File: config.mk
export PLATFORM = sky130hd
export DESIGN_NAME = dsc_regs
export DESIGN_NICKNAME = d
export VERILOG_FILES = /design/src/core/dsc_regs.v
export VERILOG_INCLUDE_DIRS = /design/src /design/src/include
export SDC_FILE = /design/constraint.sdc
export NUM_CORES = 1
export LEC_CHECK = 0
export BUFFER_PORTS_ARGS = -buffer_cell sky130_fd_sc_hd__buf_4
export CAP_MARGIN = 20
export CELL_PAD_IN_SITES_DETAIL_PLACEMENT = 0
export CELL_PAD_IN_SITES_GLOBAL_PLACEMENT = 1
export CORE_MARGIN = 2
export CORE_UTILIZATION = 30
export CTS_CLUSTER_DIAMETER = 150
export DETAILED_ROUTE_END_ITERATION = 8
export HOLD_SLACK_MARGIN = 0.02
export PLACE_DENSITY = 0.58
export SYNTH_ARGS = -nofsm -noshare
export SYNTH_HDL_FRONTEND = slang
export SYNTH_SLANG_ARGS = --single-unit
File: constraint.sdc
create_clock -name clk_i -period 4.21 [get_ports clk_i]
set_clock_uncertainty 0.2 [all_clocks]
set_input_delay 0.842 -clock clk_i [delete_from_list [all_inputs] [get_ports clk_i]]
set_output_delay 0.842 -clock clk_i [all_outputs]
set_load 0.02 [all_outputs]
File: src/include/dsc_regs.vh
// constants for the dual serial channel register block
`ifndef DSC_REGS_VH
`define DSC_REGS_VH
// ==========================================================================
// i/o addresses
`define DSC_ADDR_A_DATA 8'h40
`define DSC_ADDR_B_DATA 8'h42
`define DSC_ADDR_A_CMD 8'h44
`define DSC_ADDR_B_CMD 8'h46
`define DSC_ADDR_BOARD 8'h80
`define DSC_ADDR_RING_CLR 8'hA0
// ==========================================================================
// board register bit positions
`define DSC_BIT_DTR_B 8
`define DSC_BIT_RING 9
`define DSC_BIT_DSR_A 10
`define DSC_BIT_CLKDRV 8
`define DSC_BIT_CLKSEL 9
// ==========================================================================
// indexed register numbers
`define DSC_IDX_CMD 3'h0
`define DSC_IDX_INTW 3'h1
`define DSC_IDX_VEC 3'h2
// ==========================================================================
// one-shot commands, bits 5..3 of the command register
`define DSC_CMD_ABORT 3'h1
`define DSC_CMD_EXT_RST 3'h2
`define DSC_CMD_CHAN_RST 3'h3
`define DSC_CMD_ARM_RX 3'h4
`define DSC_CMD_TXP_CLR 3'h5
`define DSC_CMD_ERR_RST 3'h6
`define DSC_CMD_EOI 3'h7
// resets, bits 7..6 of the command register
`define DSC_RST_RXCRC 2'h1
`define DSC_RST_TXCRC 2'h2
`define DSC_RST_EOM 2'h3
// ==========================================================================
// field positions inside indexed write registers
`define DSC_W1_EXT 0
`define DSC_W1_TX 1
`define DSC_W1_SAV 2
`define DSC_W1_WAIT_RX 5
`define DSC_W1_WAIT_EN 7
`define DSC_W2_PRIO 2
`define DSC_W2_PINSEL 7
`define DSC_W3_HUNT 4
`define DSC_W5_RTS 1
`define DSC_W5_TXEN 3
// ==========================================================================
// reset values
`define DSC_WREG_RST 8'h00
`define DSC_PTR_RST 3'h0
`define DSC_CTRL_RST 2'h0
`endif

File: src/core/dsc_regs.v
// register side of the two-channel serial controller and its board glue
`timescale 1ns/1ps
`include "dsc_regs.vh"

// Behaviour
// - ring latch shown on board bit 9
// - reading address A0 clears ring latch
// - dsr A bit 10, dtr B bit 8
// - control bit 9 picks timer or connector clock
// - control bit 8 gates equipment clocks, else high
// - four data and command/status ports decoded
// - command register low bits set pointer
// - pointer is zero after reset
// - command bits 5..3 run one-shot commands
// - command bits 7..6 run crc and eom resets
// - register 1 enables ext, tx, rx interrupts
// - status-affects-vector modifies vector readback
// - register 1 wait enable and direction
// - service mode and priority order
// - shared pin select, register 2 bit 7; bits 6..3 unused
// - receive control bits passed to receiver
// - parity and stop bit format fields
// - sync framing and clock multiplier fields
// - transmit control bits passed to transmitter
// - line buffer status bits reported
// - special receive status bits reported
module dsc_regs (
  input wire clk_i,
  input wire rst_i,
  // host i/o bus, same clock, one-cycle strobes
  input wire [7:0] io_addr_i,
  input wire io_rd_i,
  input wire io_wr_i,
  input wire [15:0] io_wdata_i,
  output reg [15:0] io_rdata_o,
  output reg io_rvalid_o,
  output reg irq_o,
  // modem pins, asynchronous
  input wire ring_i,
  input wire dsr_a_n_i,
  input wire dtr_b_n_i,
  input wire [1:0] cd_n_i,
  input wire [1:0] cts_n_i,
  input wire ext_clk_i,
  input wire timer_a_clk_i,
  input wire timer_b_clk_i,
  // clock outputs
  output reg term_clk_o,
  output reg term_clk_rise_o,
  output reg equip_txc_o,
  output reg equip_rxc_o,
  // receiver byte stream per channel
  input wire [1:0] rx_valid_i,
  input wire [15:0] rx_data_i,
  output reg [1:0] rx_ready_o,
  input wire [1:0] rx_parity_err_i,
  input wire [1:0] rx_frame_err_i,
  input wire [1:0] rx_break_i,
  // transmitter byte stream per channel
  output reg [1:0] tx_valid_o,
  output reg [15:0] tx_data_o,
  input wire [1:0] tx_ready_i,
  input wire [1:0] tx_underrun_i,
  // configuration and command strobes to the serial engines
  output reg [15:0] rx_ctl_o,
  output reg [15:0] fmt_o,
  output reg [15:0] tx_ctl_o,
  output reg [15:0] sync_byte_o,
  output reg [1:0] tx_enable_o,
  output reg [1:0] rts_n_o,
  output reg pin10_n_o,
  output reg [1:0] wait_o,
  output reg [1:0] dma_req_o,
  output reg [1:0] abort_o,
  output reg [1:0] rx_crc_rst_o,
  output reg [1:0] tx_crc_rst_o,
  output reg [1:0] chan_rst_o
);

  // ========================================================================
  // port decode: bit2 valid, bit1 command port, bit0 channel b
  function [2:0] dsc_port;
    input [7:0] a;
    begin
      case (a)
        `DSC_ADDR_A_DATA: dsc_port = 3'h4;
        `DSC_ADDR_B_DATA: dsc_port = 3'h5;
        `DSC_ADDR_A_CMD: dsc_port = 3'h6;
        `DSC_ADDR_B_CMD: dsc_port = 3'h7;
        default: dsc_port = 3'h0;
      endcase
    end
  endfunction

  // ========================================================================
  // pin synchronisers
  reg [9:0] meta_ff; // first stage, read only by sync_ff
  reg [9:0] sync_ff; // second stage, safe to use
  reg [9:0] prev_ff; // last value for edge and change detect
  wire [9:0] pins;
  assign pins = {timer_b_clk_i, timer_a_clk_i, ext_clk_i, cts_n_i, cd_n_i,
                 dtr_b_n_i, dsr_a_n_i, ring_i};

  // two flops before any logic sees a pin; kept running through reset so
  // the change detectors start from the idle pin level, not a false edge
  always @(posedge clk_i) begin
    meta_ff <= pins;
    sync_ff <= meta_ff;
    prev_ff <= sync_ff;
  end

  // ========================================================================
  // state
  reg [7:0] wreg_ff [0:15]; // indexed write registers, {channel, index}
  reg [2:0] ptr_ff [0:1]; // register pointer per channel
  reg [1:0] ctrl_ff; // board control: clock select, clock drive
  reg ring_ff; // latched ring indication
  reg [7:0] fifo_ff [0:3]; // two receive entries per channel
  reg [1:0] cnt_ff [0:1]; // entries held per channel
  reg [1:0] rd_sel_ff; // read slot per channel
  reg [1:0] wr_sel_ff; // write slot per channel
  reg [1:0] par_ff; // parity error latch
  reg [1:0] ovr_ff; // receive overrun latch
  reg [1:0] frm_ff; // crc or framing error latch
  reg [1:0] eom_ff; // transmit underrun / end-of-message latch
  reg [1:0] hunt_ff; // hunting for sync
  reg [1:0] ext_ff; // external status change pending
  reg [1:0] txp_ff; // transmit buffer empty interrupt pending
  reg [1:0] armed_ff; // first-character receive interrupt armed
  reg ins_ff; // an interrupt is in service
  integer c; // channel index of the main process
  integer s; // channel index of the status decode
  integer j; // channel index of the output process

  // ========================================================================
  // per-channel status and interrupt sources
  reg [7:0] rr0_w [0:1];
  reg [7:0] rr1_w [0:1];
  reg [3:0] src_w [0:1]; // {special, rx, tx, ext}
  reg [1:0] dma_w; // channel serviced by dma
  reg [1:0] rxm; // receive interrupt mode
  reg [2:0] cause_w; // vector low bits of the winning source
  reg any_w; // some enabled source is pending

  always @* begin
    dma_w[0] = (wreg_ff[2][1:0] == 2'h1) ||
               (wreg_ff[2][1:0] == 2'h2);
    dma_w[1] = (wreg_ff[2][1:0] == 2'h2);
    rxm = 2'h0;
    for (s = 0; s < 2; s = s + 1) begin
      // line buffer status: clear-to-send bit 5, carrier bit 3
      rr0_w[s] = {rx_break_i[s], eom_ff[s], ~sync_ff[5 + s],
                  hunt_ff[s], ~sync_ff[3 + s], ~tx_valid_o[s],
                  (s == 0) ? irq_o : 1'b0, cnt_ff[s] != 2'h0};
      // special receive status, no residue tracking here
      rr1_w[s] = {1'b0, frm_ff[s], ovr_ff[s], par_ff[s], 3'h0,
                  ~tx_valid_o[s]};
      rxm = wreg_ff[s * 8 + 1][4:3];
      // enables from register 1; dma channels raise no tx or rx interrupt
      src_w[s][0] = ext_ff[s] & wreg_ff[s * 8 + 1][`DSC_W1_EXT];
      src_w[s][1] = txp_ff[s] & wreg_ff[s * 8 + 1][`DSC_W1_TX] &
                    ~dma_w[s];
      src_w[s][2] = (rxm != 2'h0) && (cnt_ff[s] != 2'h0) &&
                    ((rxm != 2'h1) || armed_ff[s]) && !dma_w[s];
      src_w[s][3] = (rxm != 2'h0) && (par_ff[s] | ovr_ff[s] | frm_ff[s]);
    end
  end

  // priority: receivers first, or channel a first; external sources last either way
  always @* begin
    any_w = 1'b1;
    if (src_w[0][3]) cause_w = 3'h7;
    else if (src_w[0][2]) cause_w = 3'h6;
    else if (wreg_ff[2][`DSC_W2_PRIO] && src_w[1][3]) cause_w = 3'h3;
    else if (wreg_ff[2][`DSC_W2_PRIO] && src_w[1][2]) cause_w = 3'h2;
    else if (src_w[0][1]) cause_w = 3'h4;
    else if (src_w[1][3]) cause_w = 3'h3;
    else if (src_w[1][2]) cause_w = 3'h2;
    else if (src_w[1][1]) cause_w = 3'h0;
    else if (src_w[0][0]) cause_w = 3'h5; // external sources last
    else if (src_w[1][0]) cause_w = 3'h1;
    else begin
      cause_w = 3'h0;
      any_w = 1'b0;
    end
  end

  // ========================================================================
  // bus decode for this cycle
  wire [2:0] wport;
  wire [2:0] rport;
  wire [7:0] wb;
  assign wport = io_wr_i ? dsc_port(io_addr_i) : 3'h0;
  assign rport = io_rd_i ? dsc_port(io_addr_i) : 3'h0;
  assign wb = io_wdata_i[7:0];

  // vector readback, modified by cause when enabled in channel b
  wire [7:0] vec_w;
  assign vec_w = wreg_ff[9][`DSC_W1_SAV] ?
                 {wreg_ff[10][7:3], cause_w} : wreg_ff[10];

  // read data from an indexed read register
  reg [7:0] idx_rd;
  reg rch;
  always @* begin
    rch = rport[0];
    case (ptr_ff[rch])
      3'h0: idx_rd = rr0_w[rch];
      3'h1: idx_rd = rr1_w[rch];
      3'h2: idx_rd = rch ? vec_w : 8'h00;
      default: idx_rd = 8'h00; // unimplemented read index
    endcase
  end

  // ========================================================================
  // main clocked process
  always @(posedge clk_i) begin
    if (rst_i) begin
      for (c = 0; c < 16; c = c + 1) begin
        wreg_ff[c] <= `DSC_WREG_RST; // contents undefined to software
      end
      for (c = 0; c < 4; c = c + 1) begin
        fifo_ff[c] <= 8'h00;
      end
      ptr_ff[0] <= `DSC_PTR_RST;
      ptr_ff[1] <= `DSC_PTR_RST;
      cnt_ff[0] <= 2'h0;
      cnt_ff[1] <= 2'h0;
      ctrl_ff <= `DSC_CTRL_RST;
      ring_ff <= 1'b0;
      rd_sel_ff <= 2'h0;
      wr_sel_ff <= 2'h0;
      par_ff <= 2'h0;
      ovr_ff <= 2'h0;
      frm_ff <= 2'h0;
      eom_ff <= 2'h0;
      hunt_ff <= 2'h0;
      ext_ff <= 2'h0;
      txp_ff <= 2'h0;
      armed_ff <= 2'h0;
      ins_ff <= 1'b0;
      io_rdata_o <= 16'h0000;
      io_rvalid_o <= 1'b0;
      irq_o <= 1'b0;
      rx_ready_o <= 2'h0;
      tx_valid_o <= 2'h0;
      tx_data_o <= 16'h0000;
      abort_o <= 2'h0;
      rx_crc_rst_o <= 2'h0;
      tx_crc_rst_o <= 2'h0;
      chan_rst_o <= 2'h0;
    end else begin
      // one-cycle strobes default low
      abort_o <= 2'h0;
      rx_crc_rst_o <= 2'h0;
      tx_crc_rst_o <= 2'h0;
      chan_rst_o <= 2'h0;
      io_rvalid_o <= io_rd_i;
      // ring latch: set wins over the clearing read
      ring_ff <= sync_ff[0] | (ring_ff &
                 !(io_rd_i && io_addr_i == `DSC_ADDR_RING_CLR));
      // board control write keeps only the two clock bits
      if (io_wr_i && io_addr_i == `DSC_ADDR_BOARD) begin
        ctrl_ff <= {io_wdata_i[`DSC_BIT_CLKSEL], io_wdata_i[`DSC_BIT_CLKDRV]};
      end
      // read data mux, unmapped addresses read zero
      if (io_rd_i) begin
        if (io_addr_i == `DSC_ADDR_BOARD) begin
          io_rdata_o <= 16'h0000;
          io_rdata_o[`DSC_BIT_RING] <= ring_ff;
          io_rdata_o[`DSC_BIT_DSR_A] <= sync_ff[1];
          io_rdata_o[`DSC_BIT_DTR_B] <= sync_ff[2];
        end else if (rport[2] && rport[1]) begin
          io_rdata_o <= {8'h00, idx_rd};
        end else if (rport[2]) begin
          // buffer slot is {channel, read slot}
          io_rdata_o <= (cnt_ff[rport[0]] != 2'h0) ?
                        {8'h00, fifo_ff[{rport[0], rd_sel_ff[rport[0]]}]} :
                        16'h0000;
        end else begin
          io_rdata_o <= 16'h0000;
        end
      end
      // interrupt request held off while one is in service
      irq_o <= any_w & ~ins_ff;
      // reading the vector through channel b enters service
      if (rport == 3'h7 && ptr_ff[1] == `DSC_IDX_VEC && irq_o) begin
        ins_ff <= 1'b1;
      end
      for (c = 0; c < 2; c = c + 1) begin
        // receive buffer: push from receiver, pop by data port read
        if (rx_valid_i[c] && rx_ready_o[c]) begin
          fifo_ff[{c[0], wr_sel_ff[c]}] <= rx_data_i[c * 8 +: 8];
          wr_sel_ff[c] <= ~wr_sel_ff[c];
          hunt_ff[c] <= 1'b0;
        end
        if (rport == {2'h2, c[0]} && cnt_ff[c] != 2'h0) begin
          rd_sel_ff[c] <= ~rd_sel_ff[c];
          armed_ff[c] <= 1'b0;
        end
        cnt_ff[c] <= cnt_ff[c] + {1'b0, rx_valid_i[c] & rx_ready_o[c]} -
                     {1'b0, rport == {2'h2, c[0]} && cnt_ff[c] != 2'h0};
        rx_ready_o[c] <= (cnt_ff[c] + {1'b0, rx_valid_i[c] &
                         rx_ready_o[c]} - {1'b0, rport == {2'h2, c[0]} &&
                         cnt_ff[c] != 2'h0}) < 2'h2;
        // error latches: events set over the error reset
        par_ff[c] <= par_ff[c] | (rx_valid_i[c] & rx_ready_o[c] &
                     rx_parity_err_i[c]);
        frm_ff[c] <= frm_ff[c] | (rx_valid_i[c] & rx_ready_o[c] &
                     rx_frame_err_i[c]);
        ovr_ff[c] <= ovr_ff[c] | (rx_valid_i[c] & ~rx_ready_o[c]);
        // external status change: carrier, clear-to-send, break
        ext_ff[c] <= ext_ff[c] | (sync_ff[3 + c] != prev_ff[3 + c]) |
                     (sync_ff[5 + c] != prev_ff[5 + c]) | rx_break_i[c];
        eom_ff[c] <= eom_ff[c] | tx_underrun_i[c];
        // transmit holding register; pending set as it empties
        if (tx_valid_o[c] && tx_ready_i[c]) begin
          tx_valid_o[c] <= 1'b0;
          txp_ff[c] <= 1'b1;
        end
        if (wport == {2'h2, c[0]}) begin
          tx_valid_o[c] <= 1'b1; // a write while full replaces the byte
          tx_data_o[c * 8 +: 8] <= wb;
          txp_ff[c] <= 1'b0;
        end
        // command/status port write
        if (wport == {2'h3, c[0]}) begin
          if (ptr_ff[c] == `DSC_IDX_CMD) begin
            ptr_ff[c] <= wb[2:0];
            case (wb[5:3])
              `DSC_CMD_ABORT: abort_o[c] <= 1'b1;
              `DSC_CMD_EXT_RST: begin
                // a change in this very cycle survives the reset
                ext_ff[c] <= (sync_ff[3 + c] != prev_ff[3 + c]) |
                             (sync_ff[5 + c] != prev_ff[5 + c]) |
                             rx_break_i[c];
              end
              `DSC_CMD_CHAN_RST: begin
                chan_rst_o[c] <= 1'b1;
                cnt_ff[c] <= 2'h0;
                rx_ready_o[c] <= 1'b1;
                rd_sel_ff[c] <= 1'b0;
                wr_sel_ff[c] <= 1'b0;
                {par_ff[c], ovr_ff[c], frm_ff[c]} <= 3'h0;
                {eom_ff[c], ext_ff[c], txp_ff[c]} <= 3'h0;
                tx_valid_o[c] <= 1'b0;
                armed_ff[c] <= 1'b0;
                ptr_ff[c] <= `DSC_PTR_RST;
              end
              `DSC_CMD_ARM_RX: armed_ff[c] <= 1'b1;
              `DSC_CMD_TXP_CLR: txp_ff[c] <= tx_valid_o[c] & tx_ready_i[c];
              `DSC_CMD_ERR_RST: begin
                par_ff[c] <= rx_valid_i[c] & rx_ready_o[c] &
                             rx_parity_err_i[c];
                frm_ff[c] <= rx_valid_i[c] & rx_ready_o[c] &
                             rx_frame_err_i[c];
                ovr_ff[c] <= rx_valid_i[c] & ~rx_ready_o[c];
              end
              `DSC_CMD_EOI: ins_ff <= 1'b0;
              default: ; // null code
            endcase
            case (wb[7:6])
              `DSC_RST_RXCRC: rx_crc_rst_o[c] <= 1'b1;
              `DSC_RST_TXCRC: tx_crc_rst_o[c] <= 1'b1;
              `DSC_RST_EOM: eom_ff[c] <= tx_underrun_i[c];
              default: ; // null code
            endcase
          end else begin
            wreg_ff[{c[0], ptr_ff[c]}] <= wb;
            ptr_ff[c] <= `DSC_PTR_RST;
            if (ptr_ff[c] == 3'h3 && wb[`DSC_W3_HUNT]) begin
              hunt_ff[c] <= 1'b1; // enter hunt
            end
          end
        end
        // pointer returns to zero after a non-zero indexed read
        if (rport == {2'h3, c[0]} && ptr_ff[c] != `DSC_PTR_RST) begin
          ptr_ff[c] <= `DSC_PTR_RST;
        end
      end
    end
  end

  // ========================================================================
  // configuration outputs, clocks, wait and shared pin
  always @(posedge clk_i) begin
    if (rst_i) begin
      rx_ctl_o <= 16'h0000;
      fmt_o <= 16'h0000;
      tx_ctl_o <= 16'h0000;
      sync_byte_o <= 16'h0000;
      tx_enable_o <= 2'h0;
      rts_n_o <= 2'h3;
      pin10_n_o <= 1'b1;
      wait_o <= 2'h0;
      dma_req_o <= 2'h0;
      term_clk_o <= 1'b0;
      term_clk_rise_o <= 1'b0;
      equip_txc_o <= 1'b1;
      equip_rxc_o <= 1'b1;
    end else begin
      rx_ctl_o <= {wreg_ff[11], wreg_ff[3]};
      fmt_o <= {wreg_ff[12], wreg_ff[4]};
      tx_ctl_o <= {wreg_ff[13], wreg_ff[5]};
      sync_byte_o <= {wreg_ff[14], wreg_ff[6]};
      tx_enable_o <= {wreg_ff[13][`DSC_W5_TXEN], wreg_ff[5][`DSC_W5_TXEN]};
      rts_n_o <= ~{wreg_ff[13][`DSC_W5_RTS], wreg_ff[5][`DSC_W5_RTS]};
      // shared pin: sync detect or request-to-send of channel b
      pin10_n_o <= wreg_ff[2][`DSC_W2_PINSEL] ? hunt_ff[1] :
                   ~wreg_ff[13][`DSC_W5_RTS];
      for (j = 0; j < 2; j = j + 1) begin
        // wait on receive: no byte; wait on transmit: buffer full
        wait_o[j] <= wreg_ff[j * 8 + 1][`DSC_W1_WAIT_EN] &
                     (wreg_ff[j * 8 + 1][`DSC_W1_WAIT_RX] ?
                      (cnt_ff[j] == 2'h0) : tx_valid_o[j]);
        dma_req_o[j] <= dma_w[j] & ((cnt_ff[j] != 2'h0) |
                        (~tx_valid_o[j] & txp_ff[j]));
      end
      // terminal-side clock: connector or timer, edge found here
      term_clk_o <= ctrl_ff[1] ? sync_ff[8] : sync_ff[7];
      term_clk_rise_o <= ctrl_ff[1] ? (sync_ff[8] & ~prev_ff[8]) :
                         (sync_ff[7] & ~prev_ff[7]);
      // equipment-side drivers hold high while disabled
      equip_txc_o <= ctrl_ff[0] ? sync_ff[9] : 1'b1;
      equip_rxc_o <= ctrl_ff[0] ? sync_ff[9] : 1'b1;
    end
  end

endmodule

==> results of run 1 <==
-- flip-flops by register name, indices dropped and copies added (netlist names), 11 cells and up --
signal and flops:
fifo_ff 32, fmt_o 16, io_rdata_o 11, rx_ctl_o 16, sync_byte_o 16, tx_ctl_o 16
tx_data_o 16, wreg_ff 89
-- how the worst min path moves through the flow --
stage / depth (start not counted) / to / startpoint
2_1_floorplan: 0 / sync_ff[0] / meta_ff[0]
3_3_place_gp: 0 / sync_ff[0] / meta_ff[0]
3_5_place_dp: 0 / sync_ff[2] / meta_ff[2]
4_1_cts: 0 / sync_ff[2] / meta_ff[2]
5_1_grt: 0 / sync_ff[2] / meta_ff[2]
6_report: 0 / sync_ff[4] / meta_ff[4]
-- cell families after synthesis --
| family | Yosys count | share of synthesized area, % |
|---|---|---|
| AND/OR/NAND/NOR | 453 | 22.1 |
| flip-flops | 296 | 63.1 |
| AO/OA/AOI/OAI | 136 | 7.76 |
| buffers and inverters | 81 | 3.06 |
| multiplexers | 27 | 2.41 |
| XOR/XNOR | 13 | 0.999 |
| adder cells (fa/ha/maj) | 5 | 0.549 |
| other | 2 | 0.0659 |
-- placed cells by master, fill, tap and decap left out, types with 6 or more instances in the layout --
| master | instances |
|---|---|
| a22o_1 | 7 |
| o21ai_0 | 22 |
| o31ai_1 | 7 |
| clkbuf_16 | 36 |
| nor4_1 | 9 |
| nand2b_1 | 16 |
| or2_2 | 8 |
| conb_1 | 7 |
| nand2_1 | 86 |
| dfxtp_1 | 170 |
| buf_4 | 193 |
| inv_1 | 19 |
| edfxtp_1 | 126 |
| clkbuf_1 | 11 |
| nor3_1 | 27 |
| nand3_1 | 24 |
| xor2_1 | 7 |
| mux2i_1 | 23 |
| and2_1 | 91 |
| a211oi_1 | 6 |
| xnor2_1 | 6 |
| or3_1 | 7 |
| a22oi_1 | 6 |
| and3_1 | 26 |
| nand4_1 | 10 |
| a21oi_1 | 51 |
| nor2_1 | 50 |
| nor2b_1 | 76 |
-- synth_stat cells, types with 3 or more instances --
cell	number	area share, %
a21oi_1	51	2.2
a22o_1	7	0.54
and4b_1	3	0.26
o21ai_0	22	0.97
buf_1	3	0.099
inv_1	19	0.63
a22oi_1	6	0.40
nand3_1	24	1.1
ha_1	5	0.55
mux2i_1	23	2.0
and3_1	26	1.4
nor2_1	50	1.6
a32oi_1	4	0.31
nand2_1	86	2.8
nand4_1	10	0.55
xor2_1	7	0.54
o21a_1	3	0.20
o22ai_1	3	0.16
dfxtp_1	170	30
buf_4	11	0.72
edfxtp_1	126	33
clkbuf_1	44	1.4
o31ai_1	7	0.46
and2_1	91	5.0
nor2b_1	76	4.2
o32ai_1	3	0.23
or2_2	8	0.44
nor4_1	9	0.49
or3_1	7	0.38
a211oi_1	6	0.40
xnor2_1	6	0.46
nand2b_1	16	0.88
nor3_1	27	1.2
mux2_2	4	0.40
o2111ai_1	3	0.23
a311oi_1	5	0.38
-- power breakdown --
part           switching [mW]  internal [mW]  total, mW
Clock                    1.14           1.62       2.76
Sequential             0.0472           3.09       3.14
Combinational           0.249          0.144      0.393
Total                    1.44           4.86       6.29
-- per-stage QoR --
stage	instances	setup slack, ns	area, µm²
CTS	1722	1.34	14300
global placement	1660	0.786	13200
finish	1723	1.32	14300
floorplan	1018	0.957	11400
detailed placement	1662	0.764	13200
global route	1722	1.12	14300
-- worst reg2reg max path: cells and delay by family, from the launching register on --
family             cells  cell delay [ns]
AOI/OAI and AO/OA      1             0.15
DFF                    1             0.73
and+or+nand+nor        4             1.37
-- area by class of cell --
cell class                 count  area, µm²
clock inverter                10       57.6
antenna                        1       2.50
clock buffer                  50        983
inverter                      20       75.1
fill                        3726      23300
tap                          511        639
timing repair buffer         194       1450
multi-input combinational    641       3880
sequential                   296       7190
-- metal layers --
layer | share of wire, % | GRT usage [%] | vias to the layer above
li1 | - | - | 3894
met5 | 0 | 0 | -
met3 | 5.9 | 3.88 | 52
met1 | 43 | 21.2 | 3725
met4 | 2.6 | 5.61 | 0
met2 | 49 | 28.0 | 269
==> metrics.yaml, run 1 <==
global_routing:
  grt_pass1_vias: 7775
  grt_use_total_pct: 16.7
  overflow: 0
  grt_max_degree: 52
  antenna_found_initial: 0
  grt_pass1_wl_mm: 48.6
final_layout:
  area_delta_synth_final_pct: 25.3
  drive_gt1_share_pct: 22.2
  final_util_pct: 38.0
  nets: 1258
sta:
  fin_setup_tns_ns: 0
  worst_slew_margin_rel_pct: 35.2
  rsz0062_at_grt: "false"
  holdWs_ns: 0.122
  finalHoldViolations: 0
  setup_viol: 0
  period_share_pct: 68.7
  fin_crit_ns: 2.89
  slew_violations: 0
  clock.fmax_mhz: 346
  worstMarginPinSlew_ns: 0.964
die:
  die_w_um: 199
  dieArea_um2: 39600
  initial_core_util_pct: 30.3
  ios: 189
  rows: 71
  die_h_um: 199
  core-area_um2: 37600
cts:
  clock_path_buffers: 3
  postCtsSetupRepairBufs: 0
  cts_repair_resize_count: 0
  clkTransAtPathRegs_ns: 0.06
  cts.sinks: 296
  cts_inserted_buffers: 34
  ctsHtreeMaxLevel: 2
  postCtsHoldBufs: 0
  root_buffer: "clkbuf_16"
  cts_tree: "built"
  clock_latency_ns: 0.54
yosys:
  syn_area_per_cell_um2: 11.3
  syn-cell-area_um2: 11400
  syn_inst: 1013
  yosysWarnings: 0
  async_reset_ff_share_pct: 0
  seq_area_frac_synth_pct: 63.1
  synth_ff_type: "dfxtp_1"
  ys_types: 67
  ys_seq_elements: 296
  synth_edf_count: 126
place:
  gp_congestion: 0.863
  portBuffers: 177
  hpwl_mm: 23.0
setup_path:
  crit_slowest_cell: "or3_1"
  cpPeakStageDelay_ns: 0.46
  cp_top_family: "simple AND/OR/NAND/NOR gates"
  cp_data_required_time_ns: 4.30
  crit_fanout: 10
  timing.rr.end: "wreg_ff[2][2]"
  end_kind: "flip-flop"
  worstSetupEndpoint: "cnt_ff[0][1]"
  worstSetupStartpoint: "io_addr_i[3]"
  start_kind: "input pin"
  crit_type: "in2reg"
  ff2ff_path_depth: 5
  path_buf_inv: 4
  rr_startpoint: "ptr_ff[1][1]"
  cp.depth: 12
  reg2reg_slack_ns: 1.50
  arrival_ns: 2.99
  worstPathCellList: "buf_4 -> nor4_4 -> buf_4 -> nand2_1 -> or3_1 -> inv_1 -> ha_1 -> inv_1 -> ha_1 -> xnor2_1 -> xnor2_1 -> and3_1"
route:
  drc_errors: 0
  routedWlPerCell_um: 18.9
  drt_iter0_markers: 426
  via_count: 7940
  firstDrtPassIters: 5
  totalWireLength_mm: 32.6
  postRouteAntennaNets: 0
  viasPerCell: 4.61
pwr:
  vdd_ir_drop_max_uv: 255
  finalPower_mw: 6.29
  power_per_cell_area_nw_per_um2: 441
  p_leak_nw: 5.64
outcome:
  outcome: "completed"
worst_hold_path:
  hold_class: "reg2reg"
job:
  maxCapViolations: 0
Note: power is estimated with default switching activity, not from simulation.
==> inputs of run 2 (changes only) <==
--- a/config.mk
+++ b/config.mk
@@ -15,7 +15,7 @@
 export CTS_CLUSTER_DIAMETER = 150
 export DETAILED_ROUTE_END_ITERATION = 8
 export HOLD_SLACK_MARGIN = 0.02
-export PLACE_DENSITY = 0.58
+export PLACE_DENSITY = 0.61
 export SYNTH_ARGS = -nofsm -noshare
 export SYNTH_HDL_FRONTEND = slang
 export SYNTH_SLANG_ARGS = --single-unit
==> constraint.sdc (replaced) <==
create_clock -name clk_i -period 2.5 [get_ports clk_i]
set_clock_uncertainty 0.2 [all_clocks]
set_input_delay 0.5 -clock clk_i [delete_from_list [all_inputs] [get_ports clk_i]]
set_output_delay 0.5 -clock clk_i [all_outputs]
set_load 0.02 [all_outputs]
==> metrics.yaml, run 2 (same netlist as run 1, synthesis figures left out) <==
die:
  core-area_um2: 37600
  die_w_um: 199
  initial_core_util_pct: 30.3
  rows: 71
  dieArea_um2: 39600
  ios: 189
  die_h_um: 199
worst_hold_path:
  hold_start: "tx_underrun_i[1]"
  whs_path_depth: 3
  hold_class: "in2reg"
  min_to: "eom_ff[1]"
final_layout:
  nets: 1372
  final_util_pct: 41.2
  mostFrequentLayoutCells: "287 x buf_4, 170 x dfxtp_1, 126 x edfxtp_1"
  largestRegisters: "wreg_ff x89, fifo_ff x32"
  largest_reg_flops: 89
  layout.cells.non_filler: 1838
  drive_gt1_share_pct: 28.9
  postLayoutCellArea_um2: 15500
  area_delta_synth_final_pct: 35.8
  diodes: 0
  final_common_cell: "buf_4"
  top_register: "wreg_ff"
pwr:
  power_per_cell_area_nw_per_um2: 740
  p_switching_mw: 2.54
  intPower_mw: 8.91
  seq_power_share_pct: 46.1
  p_sw_share_pct: 22.2
  vdd_ir_drop_max_uv: 495
  clkPwrFrac_pct: 47.2
  combPwrFrac_pct: 6.7
  p_leak_nw: 6.30
global_routing:
  grt_max_degree: 60
  grt_use_total_pct: 17.0
  antenna_found_initial: 0
  grt_pass1_wl_mm: 49.7
  overflow: 0
  grt_pass1_vias: 8236
route:
  top_layer_used: "met4"
  postRouteAntennaNets: 0
  totalWireLength_mm: 33.2
  met2_length_mm: 16.1
  viasPerCell: 4.56
  drt_iter0_markers: 434
  firstDrtPassIters: 5
  drc_errors: 0
  met1Wirelength_mm: 14.2
  wl_met3_mm: 1.94
  via_count: 8381
  routedWlPerCell_um: 18.1
sta:
  clock.fmax_mhz: 442
  period_share_pct: 90.5
  worstMarginPinSlew_ns: 0.691
  fin_setup_tns_ns: 0
  finalHoldViolations: 0
  fin_crit_ns: 2.26
  fin_ws_ns: 0.237
  slew_violations: 0
  rsz0062_at_grt: "false"
  setup_viol: 0
  worst_slew_margin_rel_pct: 53.6
outcome:
  outcome: "completed"
place:
  hpwl_mm: 24.5
  dp_slack_ns: -0.320
  place_area_um2: 14000
  dp.cells: 1758
  gp_congestion: 0.863
  portBuffers: 177
cts:
  clkTransAtPathRegs_ns: 0.06
  cts.sinks: 296
  cts_tree: "built"
  cts_inserted_buffers: 34
  root_buffer: "clkbuf_16"
  postCtsSetupRepairBufs: 0
  clock_path_buffers: 3
  clock_latency_ns: 0.54
  ctsHtreeMaxLevel: 2
setup_path:
  end_kind: "flip-flop"
  crit_type: "reg2reg"
  reg2reg_slack_ns: 0.24
  crit_fanout: 15
  start_kind: "flip-flop"
  cp_data_required_time_ns: 2.54
  arrival_ns: 2.30
  ff2ff_path_depth: 6
  rr_startpoint: "ptr_ff[1][1]"
  timing.rr.end: "wreg_ff[2][2]"
job:
  maxCapViolations: 0
run 2: cell types whose count changed in the layout (fill, tap and decap cells not counted), sizes merged:
cell / before / now
clkinvlp: 1 / 0
clkinv: 9 / 7
buf: 194 / 290
inv: 20 / 22
dlygate4sd3: 0 / 17
diode: 1 / 0
bufinv: 0 / 4
run 2: power groups by stage:
| stage | Sequential [mW] | Clock (mW) | Combinational (mW) |
|---|---|---|---|
| 6_report | 5.28 | 5.40 | 0.772 |
| 5_1_grt | 5.29 | 5.74 | 0.840 |
| 4_1_cts | 5.28 | 5.58 | 0.781 |
| 3_5_place_dp | 5.38 | 0 | 0.757 |
| 3_3_place_gp | 5.38 | 0 | 0.752 |
| 2_1_floorplan | 5.42 | 0 | 0.308 |
run 2: layout make-up:
type                            instances  area (µm²)
Multi-Input combinational cell        641        3950
Inverter                               20        75.1
Tap cell                              511         639
Timing Repair Buffer                  308        2380
Sequential cell                       296        7190
Fill cell                            3660       22100
Clock inverter                         13         198
Clock buffer                           49        1050
run 2: routing by layer:
layer / vias up / GRT usage [%]
met2: 255 / 28.5
met3: 58 / 3.15
met5: - / 0
li1: 4121 / -
met4: 0 / 7.05
met1: 3947 / 21.5
run 2: worst max-delay path by stage:
| stage | startpoint | end | slack [ns] | cells past startpoint |
|---|---|---|---|---|
| finish | ptr_ff[1][1] | wreg_ff[2][2] | 0.24 | 6 |
| global route | wreg_ff[2][1] | io_rdata_o[1] | 0.07 | 6 |
| CTS | ptr_ff[1][0] | wreg_ff[5][2] | 0.22 | 7 |
| detailed placement | io_addr_i[0] | wreg_ff[2][2] | -0.32 | 8 |
| global placement | io_addr_i[0] | rx_ready_o[1] | -0.26 | 12 |
| floorplan | io_addr_i[0] | cnt_ff[0][1] | -0.28 | 10 |
run 2: stage by stage:
| stage | hold WS (ns) | power, mW |
|---|---|---|
| 2_1_floorplan | 0.110 | 5.73 |
| 3_3_place_gp | 0.110 | 6.13 |
| 3_5_place_dp | 0.112 | 6.14 |
| 4_1_cts | 0.0216 | 11.6 |
| 5_1_grt | 0.0358 | 11.9 |
| 6_report | 0.0577 | 11.5 |
run 2: what timing repair did:
item | in CTS | in global routing
endpoints found under the hold margin | 17 | 0
setup endpoints to repair | 0 | 1
resized for setup | 0 | 1
hold buffers | 17 | 0
run 2: critical path, cell delays in order (launching register included):
cell	delay [ns]
dfxtp_1	0.33
buf_4	0.23
and4b_1	0.25
nand4_1	0.22
o22ai_1	0.32
nor2b_1	0.21
or2_2	0.19
